--- src/core/ldrm_pkg.sv ---
// constants, field layouts and carrier types of the local port direct-route mux
// assumes a 32-bit apb slave with 12-bit byte addresses
package ldrm_pkg;

  // clock and link timing
  localparam int unsigned PCLK_HZ       = 25_000_000;
  localparam int unsigned LINK_TCK_NS   = 320;

  // select codes that hand a port to the primary side
  localparam logic [2:0]  SEL_PORT3     = 3'h2;
  localparam logic [2:0]  SEL_PORT4     = 3'h3;
  localparam logic [2:0]  SEL_PORT5     = 3'h4;
  localparam int          NUM_PORTS     = 2;
  localparam int          NUM_DEBUG     = 3;

  // register byte addresses
  localparam int          ADDR_W        = 12;
  localparam logic [11:0] ADDR_CTRL     = 12'h000;
  localparam logic [11:0] ADDR_STATUS   = 12'h004;
  localparam logic [11:0] ADDR_TRACE    = 12'h008;

  // control register fields
  localparam int          CTRL_MODE_BIT = 0;
  localparam int          CTRL_SEL_LSB  = 1;
  localparam int          CTRL_SEL_MSB  = 3;
  localparam int          CTRL_GW_BIT   = 4;
  localparam logic [31:0] CTRL_MASK     = 32'h0000_001f;
  localparam logic [31:0] CTRL_RESET    = 32'h0000_0001;

  // status register fields
  localparam int          STAT_OVF_BIT  = 11;

  // trace buffer
  localparam int          TRACE_W       = 8;
  localparam int          TRACE_DEPTH   = 2;
  localparam logic [1:0]  TRACE_FULL    = 2'h2;
  localparam int          TRACE_VLD_BIT = 8;

  // gateway selection state
  typedef enum logic [0:0] {
    GW_WAIT_SEL = 1'b0,
    GW_ACTIVE   = 1'b1
  } ldrm_state_e;

  // the five driven lines of one local chain port
  typedef struct packed {
    logic test_clock;
    logic mode_select;
    logic data_out;
    logic test_reset;
    logic auto_write;
  } ldrm_lines_s;

  // parked value while reset is applied
  localparam logic [4:0]  LINES_RESET   = 5'h0d;

  // pins crossing into the pclk domain
  typedef struct packed {
    logic tck;
    logic tms;
    logic tdi;
    logic trst_n;
    logic awr;
    logic toe_n;
    logic p4_tdi;
    logic p5_tdi;
  } ldrm_pins_s;

endpackage

--- src/core/ldrm_core.sv ---
// direct-route mux for local chain ports 3 to 5 with apb control and trace
// assumes an apb master on pclk; all tester pins are asynchronous to pclk
// Notes on behaviour
// RQ1: routing mode high, gateway active: port5 data out is chain
// RQ2: routing mode high: port5 data in is chain
// RQ3: port3 debug enable low only for 010
// RQ4: port4 lines routed on 011 in direct mode, else tri-stated unless routing mode high
// RQ5: port4 auto write forwards primary on 011
// RQ6: port4 debug enable low only for 011
// RQ7: port5 lines routed on 100 in direct mode, else tri-stated unless routing mode high
// RQ8: port5 auto write forwards primary on 100
// RQ9: port5 debug enable low only for 100
// RQ10: after reset clocks, resets copy primary
// RQ11: after reset other outputs settle high
// RQ12: output enable low tri-states every port
// RQ13: primary reset low forces wait-for-selection
// RQ14: select code picks at most one port
`timescale 1ns/10ps
`default_nettype none

module ldrm_core (
  input  wire logic                 pclk,
  input  wire logic                 presetn,
  input  wire logic [11:0]          paddr,
  input  wire logic                 psel,
  input  wire logic                 penable,
  input  wire logic                 pwrite,
  input  wire logic [31:0]          pwdata,
  output logic      [31:0]          prdata,
  output logic                      pready,
  output logic                      pslverr,
  input  wire logic                 primary_test_clock,
  input  wire logic                 primary_mode_select,
  input  wire logic                 primary_data_in,
  input  wire logic                 primary_test_reset_n,
  input  wire logic                 primary_auto_write_in,
  input  wire logic                 test_output_enable_n,
  input  wire logic                 port4_data_in,
  input  wire logic                 port5_data_in,
  output logic                      primary_data_out,
  output logic                      primary_data_out_oe,
  output ldrm_pkg::ldrm_lines_s     port4_lines,
  output ldrm_pkg::ldrm_lines_s     port4_lines_oe,
  output ldrm_pkg::ldrm_lines_s     port5_lines,
  output ldrm_pkg::ldrm_lines_s     port5_lines_oe,
  output logic                      port3_debug_en_n,
  output logic                      port4_debug_en_n,
  output logic                      port5_debug_en_n,
  output logic      [2:0]           debug_en_oe,
  output logic                      trace_ready
);
  import ldrm_pkg::*;

  ldrm_pins_s              pins_raw;
  ldrm_pins_s              pins_meta;
  ldrm_pins_s              pins_sync;
  logic                    tck_prev;
  logic                    tck_rise;
  logic [31:0]             ctrl;
  logic                    routing_mode_ctl;
  logic [2:0]              direct_port_select;
  logic                    gateway_select;
  logic                    apb_access;
  logic                    apb_fire;
  logic                    next_pready;
  logic [31:0]             next_prdata;
  logic                    next_pslverr;
  logic                    pop_pending;
  logic                    gw_rst_n;
  ldrm_state_e             state;
  ldrm_state_e             next_state;
  ldrm_lines_s             lines_q     [NUM_PORTS];
  ldrm_lines_s             oe_q        [NUM_PORTS];
  ldrm_lines_s             next_lines  [NUM_PORTS];
  logic [NUM_PORTS-1:0]    direct;
  logic [NUM_DEBUG-1:0]    debug_q;
  logic [NUM_DEBUG-1:0]    next_debug;
  logic                    next_primary_out;
  logic                    next_primary_oe;
  logic [TRACE_W-1:0]      trace_mem   [TRACE_DEPTH];
  logic                    wr_ptr;
  logic                    rd_ptr;
  logic [1:0]              trace_count;
  logic                    trace_push;
  logic                    trace_pop;
  logic                    trace_ovf;
  logic                    ovf_clear;
  logic [TRACE_W-1:0]      trace_word;

  // every tester pin passes two flops before logic looks at it, except the raw primary reset, which also clears the state through gw_rst_n
  assign pins_raw = '{tck:    primary_test_clock,
                      tms:    primary_mode_select,
                      tdi:    primary_data_in,
                      trst_n: primary_test_reset_n,
                      awr:    primary_auto_write_in,
                      toe_n:  test_output_enable_n,
                      p4_tdi: port4_data_in,
                      p5_tdi: port5_data_in};

  // two-flop synchroniser; the meta stage feeds only the second stage
  always_ff @(posedge pclk or negedge presetn) begin
    if (!presetn) begin
      pins_meta <= '0;
      pins_sync <= '0;
    end else begin
      pins_meta <= pins_raw;
      pins_sync <= pins_meta;
    end
  end

  // link clock edge detection on the synchronised copy
  always_ff @(posedge pclk or negedge presetn) begin
    if (!presetn) begin
      tck_prev <= 1'b0;
    end else begin
      tck_prev <= pins_sync.tck;
    end
  end

  assign tck_rise = pins_sync.tck & ~tck_prev;

  // control fields
  assign routing_mode_ctl   = ctrl[CTRL_MODE_BIT];
  assign direct_port_select = ctrl[CTRL_SEL_MSB:CTRL_SEL_LSB];
  assign gateway_select     = ctrl[CTRL_GW_BIT];

  // apb: one wait state so that read data comes from a flop
  assign apb_access  = psel & penable;
  assign apb_fire    = apb_access & pready;
  assign next_pready = apb_access & ~pready;

  // read mux and decode, loaded in the first access cycle
  always_comb begin
    next_prdata  = 32'h0;
    next_pslverr = 1'b0;
    case (paddr)
      ADDR_CTRL: begin
        next_prdata = ctrl;
      end
      ADDR_STATUS: begin
        next_prdata = {20'h0, trace_ovf, trace_count, pins_sync,
                       state};
      end
      ADDR_TRACE: begin
        if (trace_count != 2'h0) begin
          next_prdata = {23'h0, 1'b1, trace_mem[rd_ptr]};
        end
      end
      default: begin
        next_pslverr = 1'b1; // unmapped: error, reads zero
      end
    endcase
  end

  always_ff @(posedge pclk or negedge presetn) begin
    if (!presetn) begin
      pready      <= 1'b0;
      prdata      <= 32'h0;
      pslverr     <= 1'b0;
      pop_pending <= 1'b0;
    end else begin
      pready <= next_pready;
      if (next_pready) begin
        prdata      <= next_prdata;
        pslverr     <= next_pslverr;
        // pop only the word that was actually shown to the master
        pop_pending <= ~pwrite && (paddr == ADDR_TRACE) &&
                       (trace_count != 2'h0);
      end
    end
  end

  // control register; a primary reset drops the gateway selection
  always_ff @(posedge pclk or negedge presetn) begin
    if (!presetn) begin
      ctrl <= CTRL_RESET;
    end else begin
      if (apb_fire && pwrite && (paddr == ADDR_CTRL)) begin
        ctrl <= pwdata & CTRL_MASK;
      end
      if (!pins_sync.trst_n) begin
        ctrl[CTRL_GW_BIT] <= 1'b0; // RQ13
      end
    end
  end

  // the raw primary reset pin clears the state without a clock
  assign gw_rst_n = presetn & primary_test_reset_n; // RQ13

  always_comb begin
    next_state = state;
    case (state)
      GW_WAIT_SEL: begin
        if (gateway_select) begin
          next_state = GW_ACTIVE;
        end
      end
      GW_ACTIVE: begin
        if (!gateway_select) begin
          next_state = GW_WAIT_SEL;
        end
      end
      default: begin
        next_state = GW_WAIT_SEL;
      end
    endcase
  end

  always_ff @(posedge pclk or negedge gw_rst_n) begin
    if (!gw_rst_n) begin
      state <= GW_WAIT_SEL; // RQ13
    end else begin
      state <= next_state;
    end
  end

  // per-port routing; port 4 heads the chain, port 5 follows it
  for (genvar g = 0; g < NUM_PORTS; g++) begin : g_port
    localparam logic [2:0] CODE = (g == 0) ? SEL_PORT4 : SEL_PORT5;
    logic chain_data;

    // a select code equals one port code at most
    assign direct[g] = ~routing_mode_ctl &
                       (direct_port_select == CODE); // RQ4 RQ7 RQ14
    // normal chain: port 5 shifts what port 4 returned
    assign chain_data = (g == 0) ? pins_sync.tdi
                                 : pins_sync.p4_tdi; // RQ1 RQ2

    always_comb begin
      // parked: clock and reset copied, the rest high
      next_lines[g] = '{test_clock:  pins_sync.tck,
                        mode_select: 1'b1,
                        data_out:    1'b1,
                        test_reset:  pins_sync.trst_n,
                        auto_write:  1'b1}; // RQ10 RQ11
      if (direct[g]) begin
        next_lines[g] = '{test_clock:  pins_sync.tck,
                          mode_select: pins_sync.tms,
                          data_out:    pins_sync.tdi,
                          test_reset:  pins_sync.trst_n,
                          auto_write:  pins_sync.awr}; // RQ4 RQ5 RQ7 RQ8
      end else if (routing_mode_ctl && (state == GW_ACTIVE)) begin
        next_lines[g].mode_select = pins_sync.tms; // RQ11
        next_lines[g].data_out    = chain_data;    // RQ1
      end
    end

    // outputs registered; tri-state unless routed or in normal mode
    always_ff @(posedge pclk or negedge presetn) begin
      if (!presetn) begin
        lines_q[g] <= ldrm_lines_s'(LINES_RESET);
        oe_q[g]    <= '0;
      end else begin
        lines_q[g] <= next_lines[g];
        if (pins_sync.toe_n && (routing_mode_ctl || direct[g])) begin
          oe_q[g] <= '1; // RQ4 RQ7
        end else begin
          oe_q[g] <= '0; // RQ12
        end
      end
    end
  end

  assign port4_lines    = lines_q[0];
  assign port4_lines_oe = oe_q[0];
  assign port5_lines    = lines_q[1];
  assign port5_lines_oe = oe_q[1];

  // debug enables: low only for the matching code in direct mode
  for (genvar d = 0; d < NUM_DEBUG; d++) begin : g_debug
    localparam logic [2:0] DCODE = (d == 0) ? SEL_PORT3 :
                                   (d == 1) ? SEL_PORT4 : SEL_PORT5;
    assign next_debug[d] = ~(~routing_mode_ctl &
                             (direct_port_select == DCODE)); // RQ3 RQ6 RQ9
  end

  always_ff @(posedge pclk or negedge presetn) begin
    if (!presetn) begin
      debug_q     <= '1;
      debug_en_oe <= '0;
    end else begin
      debug_q     <= next_debug;
      debug_en_oe <= {NUM_DEBUG{pins_sync.toe_n}}; // RQ12
    end
  end

  assign port3_debug_en_n = debug_q[0];
  assign port4_debug_en_n = debug_q[1];
  assign port5_debug_en_n = debug_q[2];

  // primary data out: routed port, or chain tail; off when not selected
  always_comb begin
    next_primary_out = 1'b1;
    if (direct[0]) begin
      next_primary_out = pins_sync.p4_tdi;
    end else if (direct[1] || routing_mode_ctl) begin
      next_primary_out = pins_sync.p5_tdi; // RQ2
    end
  end

  // port 3 is routed elsewhere, so this mux keeps its data pin off then
  assign next_primary_oe = (state == GW_ACTIVE) &&
                           (routing_mode_ctl || (direct != '0));

  always_ff @(posedge pclk or negedge presetn) begin
    if (!presetn) begin
      primary_data_out    <= 1'b1;
      primary_data_out_oe <= 1'b0;
    end else begin
      primary_data_out    <= next_primary_out;
      primary_data_out_oe <= next_primary_oe;
    end
  end

  // trace: one word per link clock rise while the gateway is selected
  // limitation: the tester cannot be stalled, so a full buffer drops
  // the word and flags it instead
  assign trace_word  = {direct_port_select, routing_mode_ctl, state,
                        pins_sync.tms, pins_sync.tdi, next_primary_out};
  assign trace_ready = (trace_count != TRACE_FULL);
  assign trace_push  = tck_rise && (state == GW_ACTIVE) && trace_ready;
  assign trace_pop   = apb_fire && pop_pending;
  assign ovf_clear   = apb_fire && pwrite && (paddr == ADDR_STATUS) &&
                       pwdata[STAT_OVF_BIT];

  always_ff @(posedge pclk or negedge presetn) begin
    if (!presetn) begin
      wr_ptr      <= 1'b0;
      rd_ptr      <= 1'b0;
      trace_count <= 2'h0;
    end else begin
      if (trace_push) begin
        wr_ptr <= ~wr_ptr;
      end
      if (trace_pop) begin
        rd_ptr <= ~rd_ptr;
      end
      case ({trace_push, trace_pop})
        2'b10:   trace_count <= trace_count + 2'h1;
        2'b01:   trace_count <= trace_count - 2'h1;
        default: trace_count <= trace_count;
      endcase
    end
  end

  // storage flops, written at the head index
  always_ff @(posedge pclk) begin
    if (trace_push) begin
      trace_mem[wr_ptr] <= trace_word;
    end
  end

  // sticky overflow; a new drop beats a clear in the same cycle
  always_ff @(posedge pclk or negedge presetn) begin
    if (!presetn) begin
      trace_ovf <= 1'b0;
    end else if (tck_rise && (state == GW_ACTIVE) && !trace_ready) begin
      trace_ovf <= 1'b1;
    end else if (ovf_clear) begin
      trace_ovf <= 1'b0;
    end
  end

endmodule // ldrm_core

`default_nettype wire

--- config.mk ---
export PLATFORM = sky130hd
export DESIGN_NAME = ldrm_core
export DESIGN_NICKNAME = d
export VERILOG_FILES = /design/src/core/ldrm_pkg.sv /design/src/core/ldrm_core.sv
export SDC_FILE = /design/constraint.sdc
export NUM_CORES = 1
export LEC_CHECK = 0
export BUFFER_PORTS_ARGS = -buffer_cell sky130_fd_sc_hd__buf_2
export CAP_MARGIN = 40
export CORE_ASPECT_RATIO = 1.25
export CORE_UTILIZATION = 40
export CTS_CLUSTER_DIAMETER = 30
export DETAILED_ROUTE_END_ITERATION = 10
export GPL_TIMING_DRIVEN = 0
export PLACE_DENSITY = 0.74
export SYNTH_ARGS = -nofsm -noshare
export SYNTH_HDL_FRONTEND = slang
export SYNTH_SLANG_ARGS = --single-unit
--- constraint.sdc ---
create_clock -name pclk -period 2.7 [get_ports pclk]
set_input_delay 0.27 -clock pclk [delete_from_list [all_inputs] [get_ports pclk]]
set_output_delay 0.27 -clock pclk [all_outputs]
set_load 0.02 [all_outputs]
# --- Yosys cells after proc, flatten, opt, wreduce, memory -nomap -nowiden ---
# Memory sizes are Yosys's and may differ from the RTL's.
# Cells that the tools add are included.
classes:
  add_sub_neg: 2
  n_eq_ne: 9
  n_mux: 21
  bitwise: 17
  n_reduce_logical: 24
ops:
  columns: ["operator", "n"]
  rows:
  - ["$pmux 12 s3", 1]
  - ["$mux 5", 3]
  - ["$logic_and 1x1->1", 14]
  - ["$eq 12x3->1 const B", 1]
  - ["$eq 12x4->1 const B", 1]
  - ["$logic_not 12->1", 1]
  - ["$mux 1", 11]
  - ["$mux 9", 1]
  - ["$not 1->1", 9]
  - ["$and 1x1->1", 8]
  - ["$mux 2", 4]
  - ["$reduce_bool 2->1", 4]
  - ["$eq 3x2->1 const B", 2]
  - ["$pmux 2 s2", 1]
  - ["$eq 3x3->1 const B", 1]
  - ["$logic_or 1x1->1", 3]
  - ["$reduce_or 3->1", 1]
  - ["$add 2x1->2 const B", 1]
  - ["$eq 2x1->1 const B", 1]
  - ["$eq 2x2->1 const B", 1]
  - ["$ne 2x1->1 const B", 1]
  - ["$ne 2x2->1 const B", 1]
  - ["$sub 2x1->2 const B", 1]
  - ["$logic_not 1->1", 1]
totals:
  ff_bits: 87
  ramBits: 16
  inputBits: 57
  output_inout_bits: 63
  n_memories: 1
mem_list:
  columns: ["name", "depth", "width", "read_ports", "rd_ports_with_merged_regs", "write_ports", "line_no", "text"]
  rows:
  - ["trace_mem", 2, 8, 1, 0, 1, "ldrm_core.sv:80", "logic [TRACE_W-1:0] trace_mem [TRACE_DEPTH];"]

# --- Longest topological paths before layout ---
# Gate-level depths: netlist (run 1).
logic_depth:
  ltp_word: 7
  depth_mapped: 6
  depth_no_buf: 6

# --- Least setup slack after synthesis (run 1) ---
# No wires, ideal clock.
synth_path:
  path_type: "flip-flop to flip-flop"
  start: "register trace_count[0]"
  end: "memory trace_mem[0][0], enable pin"
  setup_time_ns: 0.370
  t_arrival_ns: 1.261
  required_ns: 2.330
  path_slack_ns: 1.069
  stages_incl_launch_ff: 4
  path_buffers: 0
  synth_period_minus_slack_ns: 1.631
  path_cell_list: "dfrtp_1 nand2b_1 nand2_1 nor2_1"
synth_between:
  elab_chain_cells: 4
synth_rtl:
  columns: ["item", "line_no", "text"]
  rows:
  - ["start: declaration", "ldrm_core.sv:83", "logic [1:0] trace_count;"]
  - ["start signal: assignment", "ldrm_core.sv:339", "2'b10: trace_count <= trace_count + 2'h1;"]
  - ["start signal: assignment", "ldrm_core.sv:340", "2'b01: trace_count <= trace_count - 2'h1;"]
  - ["start signal: assignment", "ldrm_core.sv:341", "default: trace_count <= trace_count;"]
  - ["$ne 2x2->1", "ldrm_core.sv:320", "assign trace_ready = (trace_count != TRACE_FULL);"]
  - ["via trace_ready", "ldrm_core.sv:50", "output logic trace_ready"]
  - ["$logic_and 1x1->1", "ldrm_core.sv:321", "assign trace_push = tck_rise && (state == GW_ACTIVE) && trace_ready;"]
  - ["$mux 1", "ldrm_core.sv:348", "if (trace_push) begin"]
  - ["$mux 1 (not written as such)", "ldrm_core.sv:349", "trace_mem[wr_ptr] <= trace_word;"]
  - ["end: declaration", "ldrm_core.sv:80", null]
# The timed path passes the listed nets, and every way through them passes these cells.

# --- Worst setup path in the final report (run 1) ---
layout_path:
  start: "register trace_count[0]"
  end: "memory trace_mem[0][5], enable pin"
layout_between:
  elab_chain_cells: 4
layout_rtl:
  columns: ["item", "line_no"]
  rows:
  - ["$ne 2x2->1", "ldrm_core.sv:320"]
  - ["$logic_and 1x1->1", "ldrm_core.sv:321"]
  - ["$mux 1", "ldrm_core.sv:348"]
  - ["$mux 1 (not written as such)", "ldrm_core.sv:349"]
# Every way passes these cells.

==> summary by stage, run 1 <==
Critical path
The startpoint-to-endpoint class of the critical path is flip-flop to flip-flop. The flop-to-flop setup slack is 0.91 ns. The critical path data arrival time is 1.76 ns.

In this design, the stage delay of the slowest critical-path cell is 0.55 ns. Along the worst path, the maximum fanout reaches 8. The data required time of the critical path is 2.68 ns. Traced cell by cell, the critical path runs through nand2b_1 > nand2_1 > nor2_1. The slowest stage of the critical path is the sky130_fd_sc_hd__nor2_1 cell. The startpoint type of the worst setup path is a flip-flop.

The worst setup path is captured at a flip-flop. Counting cells, the worst reg-to-reg path comes to 3. The endpoint identified for the worst register-to-register timing path is trace_mem[0][5].

The beginning of the worst register-to-register path is trace_count[0].

Route
The first-pass detailed-route iteration total is 4. Summing over every cut layer, the via total after detailed routing is 2051. The overall routed net length is 6.11 mm. The number of vias per cell after detailed routing is 4.77. Dividing the detail-routed wire length by the instance count gives 14.2 um.

After detailed routing, the number of remaining DRC violations is 0. The detailed router finished its first iteration with 140 violations. In this run the remaining antenna-violating nets after routing total 0.

Clock network
Counting every sink on the clock net gives 74. TritonCTS built the clock tree. In this run, post-CTS repair resized a total of 0 instances. The clock root buffer master is sky130_fd_sc_hd__clkbuf_8. The maximum buffer depth of the clock tree is 2. CTS built an H-tree with a depth of 3. The clock-pin transition on the worst setup and hold timing paths is 0.07 ns. The insertion delay to the later sink of the worst-skew pair is 0.34 ns. Post-CTS timing repair inserted 0 buffers for setup. The total CTS buffers is 9.

Layout
The final non-filler cell total is 430. The share of post-route cells with drive strength above 1 is 44.4%. The number of nets in the layout is 391.

The diode insertion count for antenna repair is 0. Relative to the synthesized area, the layout overhead comes to 25.0%. The final cell area excluding filler cells is 3860 sq um.

Placed design
The pre-CTS setup slack is 0.895 ns. The cell total after placement is 412. The count of buffers from port buffering is 71. Summing all placed instances gives a cell area of 3650 sq um. The HPWL after detailed placement is 4.49 mm. The final estimated routing congestion in global placement is 0.785.

Timing
On the final layout, the worst hold slack is 0.0279 ns. For this run, the top clock speed supported by timing is 0.559 GHz. The count of endpoints failing hold in the final timing report is 0.

The relative slew slack is 55.4%. The max-slew violation count is 0. The fraction of the cycle the final worst path needs is 66.2%.

Across the routed clock network, the largest skew measured is 0.00397 ns. The worst path meets setup with 0.912 ns of slack. Setup violations remaining at the end of the flow were counted as 0. Setup total negative slack on the finished layout was measured at 0 ns.

Setup repair after global routing left no endpoint under its margin. The minimum clock period is 1.79 ns. The slew of the pin with the lowest slew margin is 0.667 ns.

GRT
The number of antenna violations at the first check in global routing is 0. Global routing finished with a remaining overflow of 0. The number of global-route vias before repair is 2009.

Entering global routing, the biggest net connects 40 pins. The first global-routing pass estimated 9.82 mm of wire. The all-layer global routing usage is 16.8%.

Yosys
The synthesized instance count is 229. By count the netlist is led by 47 x sky130_fd_sc_hd__dfrtp_1, 33 x sky130_fd_sc_hd__buf_4, 21 x sky130_fd_sc_hd__nand2_1. The number of warning messages in the yosys log is 0.

Among all flip-flop cells after synthesis, the most frequent one is sky130_fd_sc_hd__dfrtp_1. In the post-synthesis netlist, the biggest area contributors are sky130_fd_sc_hd__dfrtp_1 38%, sky130_fd_sc_hd__edfxtp_1 16%, sky130_fd_sc_hd__dfstp_2 9.4%, sky130_fd_sc_hd__buf_4 8.0%, sky130_fd_sc_hd__mux2i_1 3.6%. Counting flops and latches in the post-synthesis netlist gives 74. The number of different library cells used by synthesis comes to 48. sky130_fd_sc_hd__dfrtp_1 is the most common cell in the netlist.

After synthesis, the mean cell area works out to 13.5 sq um. The synthesized netlist occupies a cell area of 3090 sq um. Summed over its instances, the top area cell type makes up 38.1% of the synthesized netlist area.

For this run, the register share of the synthesized area comes to 63.0%. The number of enable-type register cells in the synthesized netlist is 16. The cell type contributing the most total cell area after synthesis is sky130_fd_sc_hd__dfrtp_1. After synthesis, the share of flip-flops with an asynchronous set or reset is 78.4%.

Pwr
The worst-case IR drop observed on VDD is 219 uV. Combinational cells account for 7.6% of the total power. The clock network accounts for 37.4% of the total power. In this run the power spent charging and discharging nets is 0.499 mW.

The leakage power figure is 1.78 nW. The sequential group share of total power is 55.0%. Power spread over the standard cell area amounts to 552 nW/um^2.

The proportion of total power due to net switching is 23.4%. The internal power of the cells totals 1.63 mW.

Floorplan
In this run the core area contains 35 standard-cell rows. The width of the die is 80.6 um. The full die area is 8080 sq um. The initial utilization of the core area, before any placement, comes to 41.5%. The count of pins on the block boundary is 120. The area of the core region is 7440 sq um. The vertical die dimension is 100 um.

Outcome
The run finished with clean final reports.

Job
Across the run, the number of max-cap violations was 0.

Min path
The instance count along the most critical hold path is 1. The endpoint of the worst hold-timing path is pins_meta[0]. The worst hold path belongs to the class input pin to flip-flop.

The hold path startpoint is port5_data_in.
-- power groups by stage --
stage / clock network (mW) / registers (mW) / logic [mW]
after floorplan: 0 / 1.19 / 0.0957
after global placement: 0 / 1.19 / 0.156
after detailed placement: 0 / 1.19 / 0.162
after CTS: 0.816 / 1.17 / 0.164
after global routing: 0.865 / 1.17 / 0.179
final: 0.797 / 1.17 / 0.163
-- registers in the layout, indices dropped and copies added, names as in the netlist, 2 cells and up --
register	flops
trace_count	2
trace_mem	16
port5_lines	5
pins_sync	5
pins_meta	8
prdata	12
g_port.chain_data	2
port4_lines	3
ctrl	5
debug_q	3
-- routing by layer --
layer / up-vias / global-route usage (%) / routed length (um)
met1: 987 / 20.3 / 2470
met3: 17 / 3.27 / 378
li1: 964 / - / -
met5: - / 0 / 0
met2: 83 / 27.6 / 3100
met4: 0 / 10.0 / 167
-- timing repair --
| item | 4_1_cts | 5_1_grt |
|---|---|---|
| setup endpoints to repair | 0 | 0 |
| hold buffers | 2 | 0 |
| endpoints found under the hold margin | 18 | 0 |
-- worst max path at each step --
| stage | startpoint | endpoint | slack [ns] | depth (start not counted) |
|---|---|---|---|---|
| final | trace_count[0] | trace_mem[0][5] | 0.91 | 3 |
| after global routing | trace_count[0] | trace_mem[0][0] | 0.79 | 3 |
| after CTS | trace_count[0] | trace_mem[0][4] | 0.89 | 3 |
| after detailed placement | trace_count[0] | trace_mem[0][0] | 0.90 | 3 |
| after global placement | trace_count[0] | trace_mem[0][6] | 0.92 | 3 |
| after floorplan | trace_count[0] | trace_mem[0][0] | 1.07 | 3 |
-- cell usage in the layout (no fill, tap or decap), types with 4 or more instances in the layout --
| cell type | n |
|---|---|
| sky130_fd_sc_hd__nand2_1 | 21 |
| sky130_fd_sc_hd__buf_4 | 33 |
| sky130_fd_sc_hd__mux2i_1 | 11 |
| sky130_fd_sc_hd__o32a_1 | 5 |
| sky130_fd_sc_hd__mux2_4 | 4 |
| sky130_fd_sc_hd__dfrtp_1 | 47 |
| sky130_fd_sc_hd__nand2b_1 | 5 |
| sky130_fd_sc_hd__conb_1 | 20 |
| sky130_fd_sc_hd__edfxtp_1 | 16 |
| sky130_fd_sc_hd__dfstp_2 | 11 |
| sky130_fd_sc_hd__buf_2 | 72 |
| sky130_fd_sc_hd__o21ai_0 | 11 |
| sky130_fd_sc_hd__clkbuf_8 | 11 |
| sky130_fd_sc_hd__nor2_1 | 8 |
-- critical path: cells and delay by family (launching register included) --
kind	cells	cell delay [ns]
and+or+nand+nor	3	0.97
DFF	1	0.44
-- final cells by class --
cell class                      count  area (sq um)
Fill cell                         677          3590
Sequential cell                    74          1950
Multi-Input combinational cell    134           913
Timing Repair Buffer               74           395
Buffer                             39           297
Clock buffer                       11           163
Tap cell                           92           115
Clock inverter                      5          26.3
Inverter                            1          3.75
-- cell families (layout without fill, tap and decap cells) --
group / after synthesis / in the layout / share of synthesized area, %
AO/OA/AOI/OAI: 31 / 31 / 7.25
XOR/XNOR: 5 / 5 / 1.42
adder cells (fa/ha/maj): 1 / 1 / 0.405
buffers and inverters: 40 / 130 / 9.72
flip-flops: 74 / 74 / 63.0
multiplexers: 18 / 18 / 6.60
other: 1 / 20 / 0.121
AND/OR/NAND/NOR: 59 / 59 / 11.5
-- through the flow --
stage / total power [mW] / utilization, %
2_1_floorplan: 1.29 / -
6_report: 2.13 / 51.8
3_5_place_dp: 1.35 / 49.0
3_3_place_gp: 1.35 / 48.8
4_1_cts: 2.15 / 51.8
5_1_grt: 2.22 / 51.8
Power figures use the tool's default switching activity.
==> inputs of run 2 (changes only) <==
Clock period 2.7 ns to 1.67 ns, I/O delays scaled along.
==> run 2 against run 1 <==
Cell area increased by 2.3%. Clock power increased by 62%. Cell count rose by 1.9%. Maximum frequency rose by 16%. Sequential power up 62%. First-iteration DRC count fell by 19%. Die area unchanged. Worst hold slack gained 0.030 ns.
==> summary by stage, run 2 (synthesis results as in run 1) <==
Outcome
Outcome: finished clean (unchanged).

Layout
The flip-flop count of the largest register, all copies and words added is 16 (unchanged). The multi-input combinational cell area was 923 sq um (was 913 sq um). The number of nets in the layout is 399 (was 391). The largest register by flop count was trace_mem (unchanged). The diode insertion count for antenna repair is 0 (unchanged). The final cell area excluding filler cells was 3950 sq um (was 3860 sq um). Highest-count cells in the layout ignoring fill and taps: 72 x sky130_fd_sc_hd__buf_2, 45 x sky130_fd_sc_hd__dfrtp_1, 34 x sky130_fd_sc_hd__buf_4, 21 x sky130_fd_sc_hd__nand2_1, 20 x sky130_fd_sc_hd__conb_1 (was 72 x sky130_fd_sc_hd__buf_2, 47 x sky130_fd_sc_hd__dfrtp_1, 33 x sky130_fd_sc_hd__buf_4, 21 x sky130_fd_sc_hd__nand2_1, 20 x sky130_fd_sc_hd__conb_1).

The area growth from synthesis to layout came to 27.9% (was 25.0%). Largest registers: trace_mem x16, prdata x12, pins_meta x8 (unchanged). The count of fill cells added during filler insertion is 677 (unchanged). The most common library cell in the layout ignoring fill and taps is sky130_fd_sc_hd__buf_2 (unchanged).

The share of post-route cells with drive strength above 1 is 45.1% (was 44.4%). The area taken by flip-flops and latches was 1950 sq um (about the same).

Critical path
The top cell family by delay on the critical path is simple AND/OR/NAND/NOR gates (unchanged). The startpoint-to-endpoint class of the critical path is flip-flop to flip-flop (unchanged). The endpoint of the worst-slack reg-to-reg timing path is trace_count[1] (was trace_mem[0][5]). The buffering stage count on the worst path with inverters included is 0 (unchanged).

The start point of the critical path is trace_count[0] (unchanged). The top fanout value on the critical path came to 6 (was 8). The maximum cell stage delay along the critical path is 0.45 ns (was 0.55 ns). The flop-to-flop setup slack came to 0.13 ns (was 0.91 ns).

The critical path data arrival time is 1.81 ns (was 1.76 ns). The category of the worst setup path capture point is a flip-flop (unchanged). The startpoint type of the worst setup path is a flip-flop (unchanged). The slowest stage cell on the critical path was sky130_fd_sc_hd__dfrtp_2 (was sky130_fd_sc_hd__nor2_1). The cell count of the worst reg-to-reg path came to 5 (was 3). The data required time of the critical path is 1.94 ns (was 2.68 ns). CP Cell Sequence: nand2b_2 > nand2_1 > ha_1 > nor2_1 > xor2_1 (was nand2b_1 > nand2_1 > nor2_1). The beginning of the worst register-to-register path is trace_count[0] (unchanged).

Route
The average wire length per cell after detail routing is 14.1 um (was 14.2 um). The number of remaining DRC errors is 0 (unchanged). The number of DRC violations after detailed-routing iteration 0 is 113 (was 140). The remaining antenna violation count is 0 (unchanged). The first-pass detailed-route iteration total is 4 (unchanged). The number of vias per cell after detailed routing is 4.79 (was 4.77). The detailed-route via count is 2100 (was 2051). The highest metal layer used by the detailed router is met4 (unchanged).

The wire length on met2 came to 3.09 mm (was 3.10 mm). The detailed-routing wirelength on met1 is 2.53 mm (was 2.47 mm). The routed length on met3 came to 365 um (was 378 um). The overall routed net length is 6.16 mm (was 6.11 mm).

Clock network
The clock root buffer master is sky130_fd_sc_hd__clkbuf_8 (unchanged). The insertion delay to the later sink of the worst-skew pair is 0.34 ns (about the same). The CTS tree is built (unchanged). The level count of the clock H-tree is 3 (unchanged). The clock-pin transition on the worst setup and hold timing paths is 0.07 ns (about the same). The total CTS buffers came to 9 (unchanged). The CTS sink count is 74 (unchanged).

The maximum buffer depth of the clock tree is 2 (unchanged).

Timing
The final setup violation count is 0 (unchanged). The relative slew slack is 64.6% (was 55.4%). The fraction of the cycle the final worst path needs is 92.3% (was 66.2%). The minimum clock period is 1.54 ns (was 1.79 ns). The highest achievable clock rate is 0.648 GHz (was 0.559 GHz). The slew of the pin with the lowest slew margin came to 0.531 ns (was 0.667 ns). The count of endpoints failing hold in the final timing report is 0 (unchanged). The max-slew violation count is 0 (unchanged). The worst clock skew is 0.00574 ns (was 0.00397 ns). Setup repair after global routing missed its margin: no (unchanged).

Min path
The hold path startpoint is pwdata[1] (was port5_data_in). The instance count along the most critical hold path came to 2 (was 1). The endpoint of the worst hold-timing path was ctrl[1] (was pins_meta[0]). The path class of the lowest-slack min-delay path is input pin to flip-flop (unchanged).

Placed design
The post-DP HPWL came to 4.49 mm (unchanged). The count of buffers from port buffering is 71 (unchanged). The final estimated routing congestion in global placement came to 0.785 (unchanged). The placement-stage cell area is 3650 sq um (unchanged).

Job
The count of max-cap constraint violations was 0 (unchanged).

GRT
The global route total overflow was 0 (unchanged). The number of global-route vias before repair is 2029 (was 2009). The number of antenna violations at the first check in global routing is 0 (unchanged). The largest net degree at the start of global routing came to 40 (unchanged). The all-layer global routing usage was 16.9% (was 16.8%). The first-pass GRT wire length came to 9.88 mm (was 9.82 mm).

Pwr
The power per unit of standard cell area is 875 nW/um^2 (was 552 nW/um^2). The power after layout came to 3.46 mW (was 2.13 mW). The leakage power figure is 1.82 nW (was 1.78 nW). The worst vdd rail ir drop was 357 uV (was 219 uV).

Floorplan
The area of the core region was 7440 sq um (unchanged). The vertical die dimension came to 100 um (unchanged). The floorplan row count came to 35 (unchanged). The effective utilization at floorplan is 41.5% (unchanged). The count of pins on the block boundary is 120 (unchanged). The full die area came to 8080 sq um (unchanged). The width of the die was 80.6 um (unchanged).
==> run 2: changes by cell type in the layout (fill, tap and decap cells not counted), sizes merged <==
cell,delta
buf,+1
dlygate4sd3,+7
==> run 2: worst max-delay path by stage <==
stage	end	slack (ns)	cells past startpoint
6_report	trace_count[1]	0.13	5
3_3_place_gp	trace_mem[0][6]	-0.11	3
2_1_floorplan	trace_mem[0][0]	0.04	3
3_5_place_dp	trace_mem[0][0]	-0.13	3
5_1_grt	prdata[3]	0.003	5
4_1_cts	trace_count[1]	0.05	5
==> run 2: power breakdown <==
part           internal, mW  switching [mW]
clock                 0.657           0.628
combinational         0.122           0.154
sequential             1.87          0.0238
total                  2.65           0.806
==> run 2: worst register-to-register path, delay by kind of cell, from the launching register on <==
kind | cells | cell delay (ns)
XOR/XNOR | 1 | 0.15
adder cells (fa/ha/maj) | 1 | 0.29
flip-flops | 1 | 0.45
AND/OR/NAND/NOR | 3 | 0.58
==> run 2: final cells by class <==
cell class,instances,share of cell area (%)
Clock inverter,5,0.665
Inverter,1,0.0951
Clock buffer,11,4.12
Tap cell,92,2.92
Timing Repair Buffer,82,12.0
Buffer,39,7.51
Sequential cell,74,49.3
Multi-Input combinational cell,134,23.4
==> run 2: routing by layer <==
layer / vias up / global-route usage, %
li1: 983 / -
met1: 1013 / 20.7
met2: 87 / 27.5
met3: 17 / 3.09
met4: 0 / 10.2
met5: - / 0
==> run 2: what timing repair did <==
action                                  4_1_cts  5_1_grt
resized for setup                             1        4
hold buffers                                  9        0
setup buffers                                 1        0
gates cloned                                  0        0
endpoints found under the hold margin        26        0
endpoints found under the setup margin       10       11
==> run 2: per-stage QoR <==
step	setup slack (ns)	std cells	hold slack [ns]	util, %	TNS [ns]
after floorplan	0.0391	248	-0.129	-	0
after global placement	-0.105	411	0.0673	48.8	-0.839
after detailed placement	-0.135	412	0.0676	49.0	-1.08
after CTS	0.0467	438	0.0467	52.9	0
after global routing	0.00254	438	0.0481	53.0	0
final	0.128	438	0.0584	53.0	0
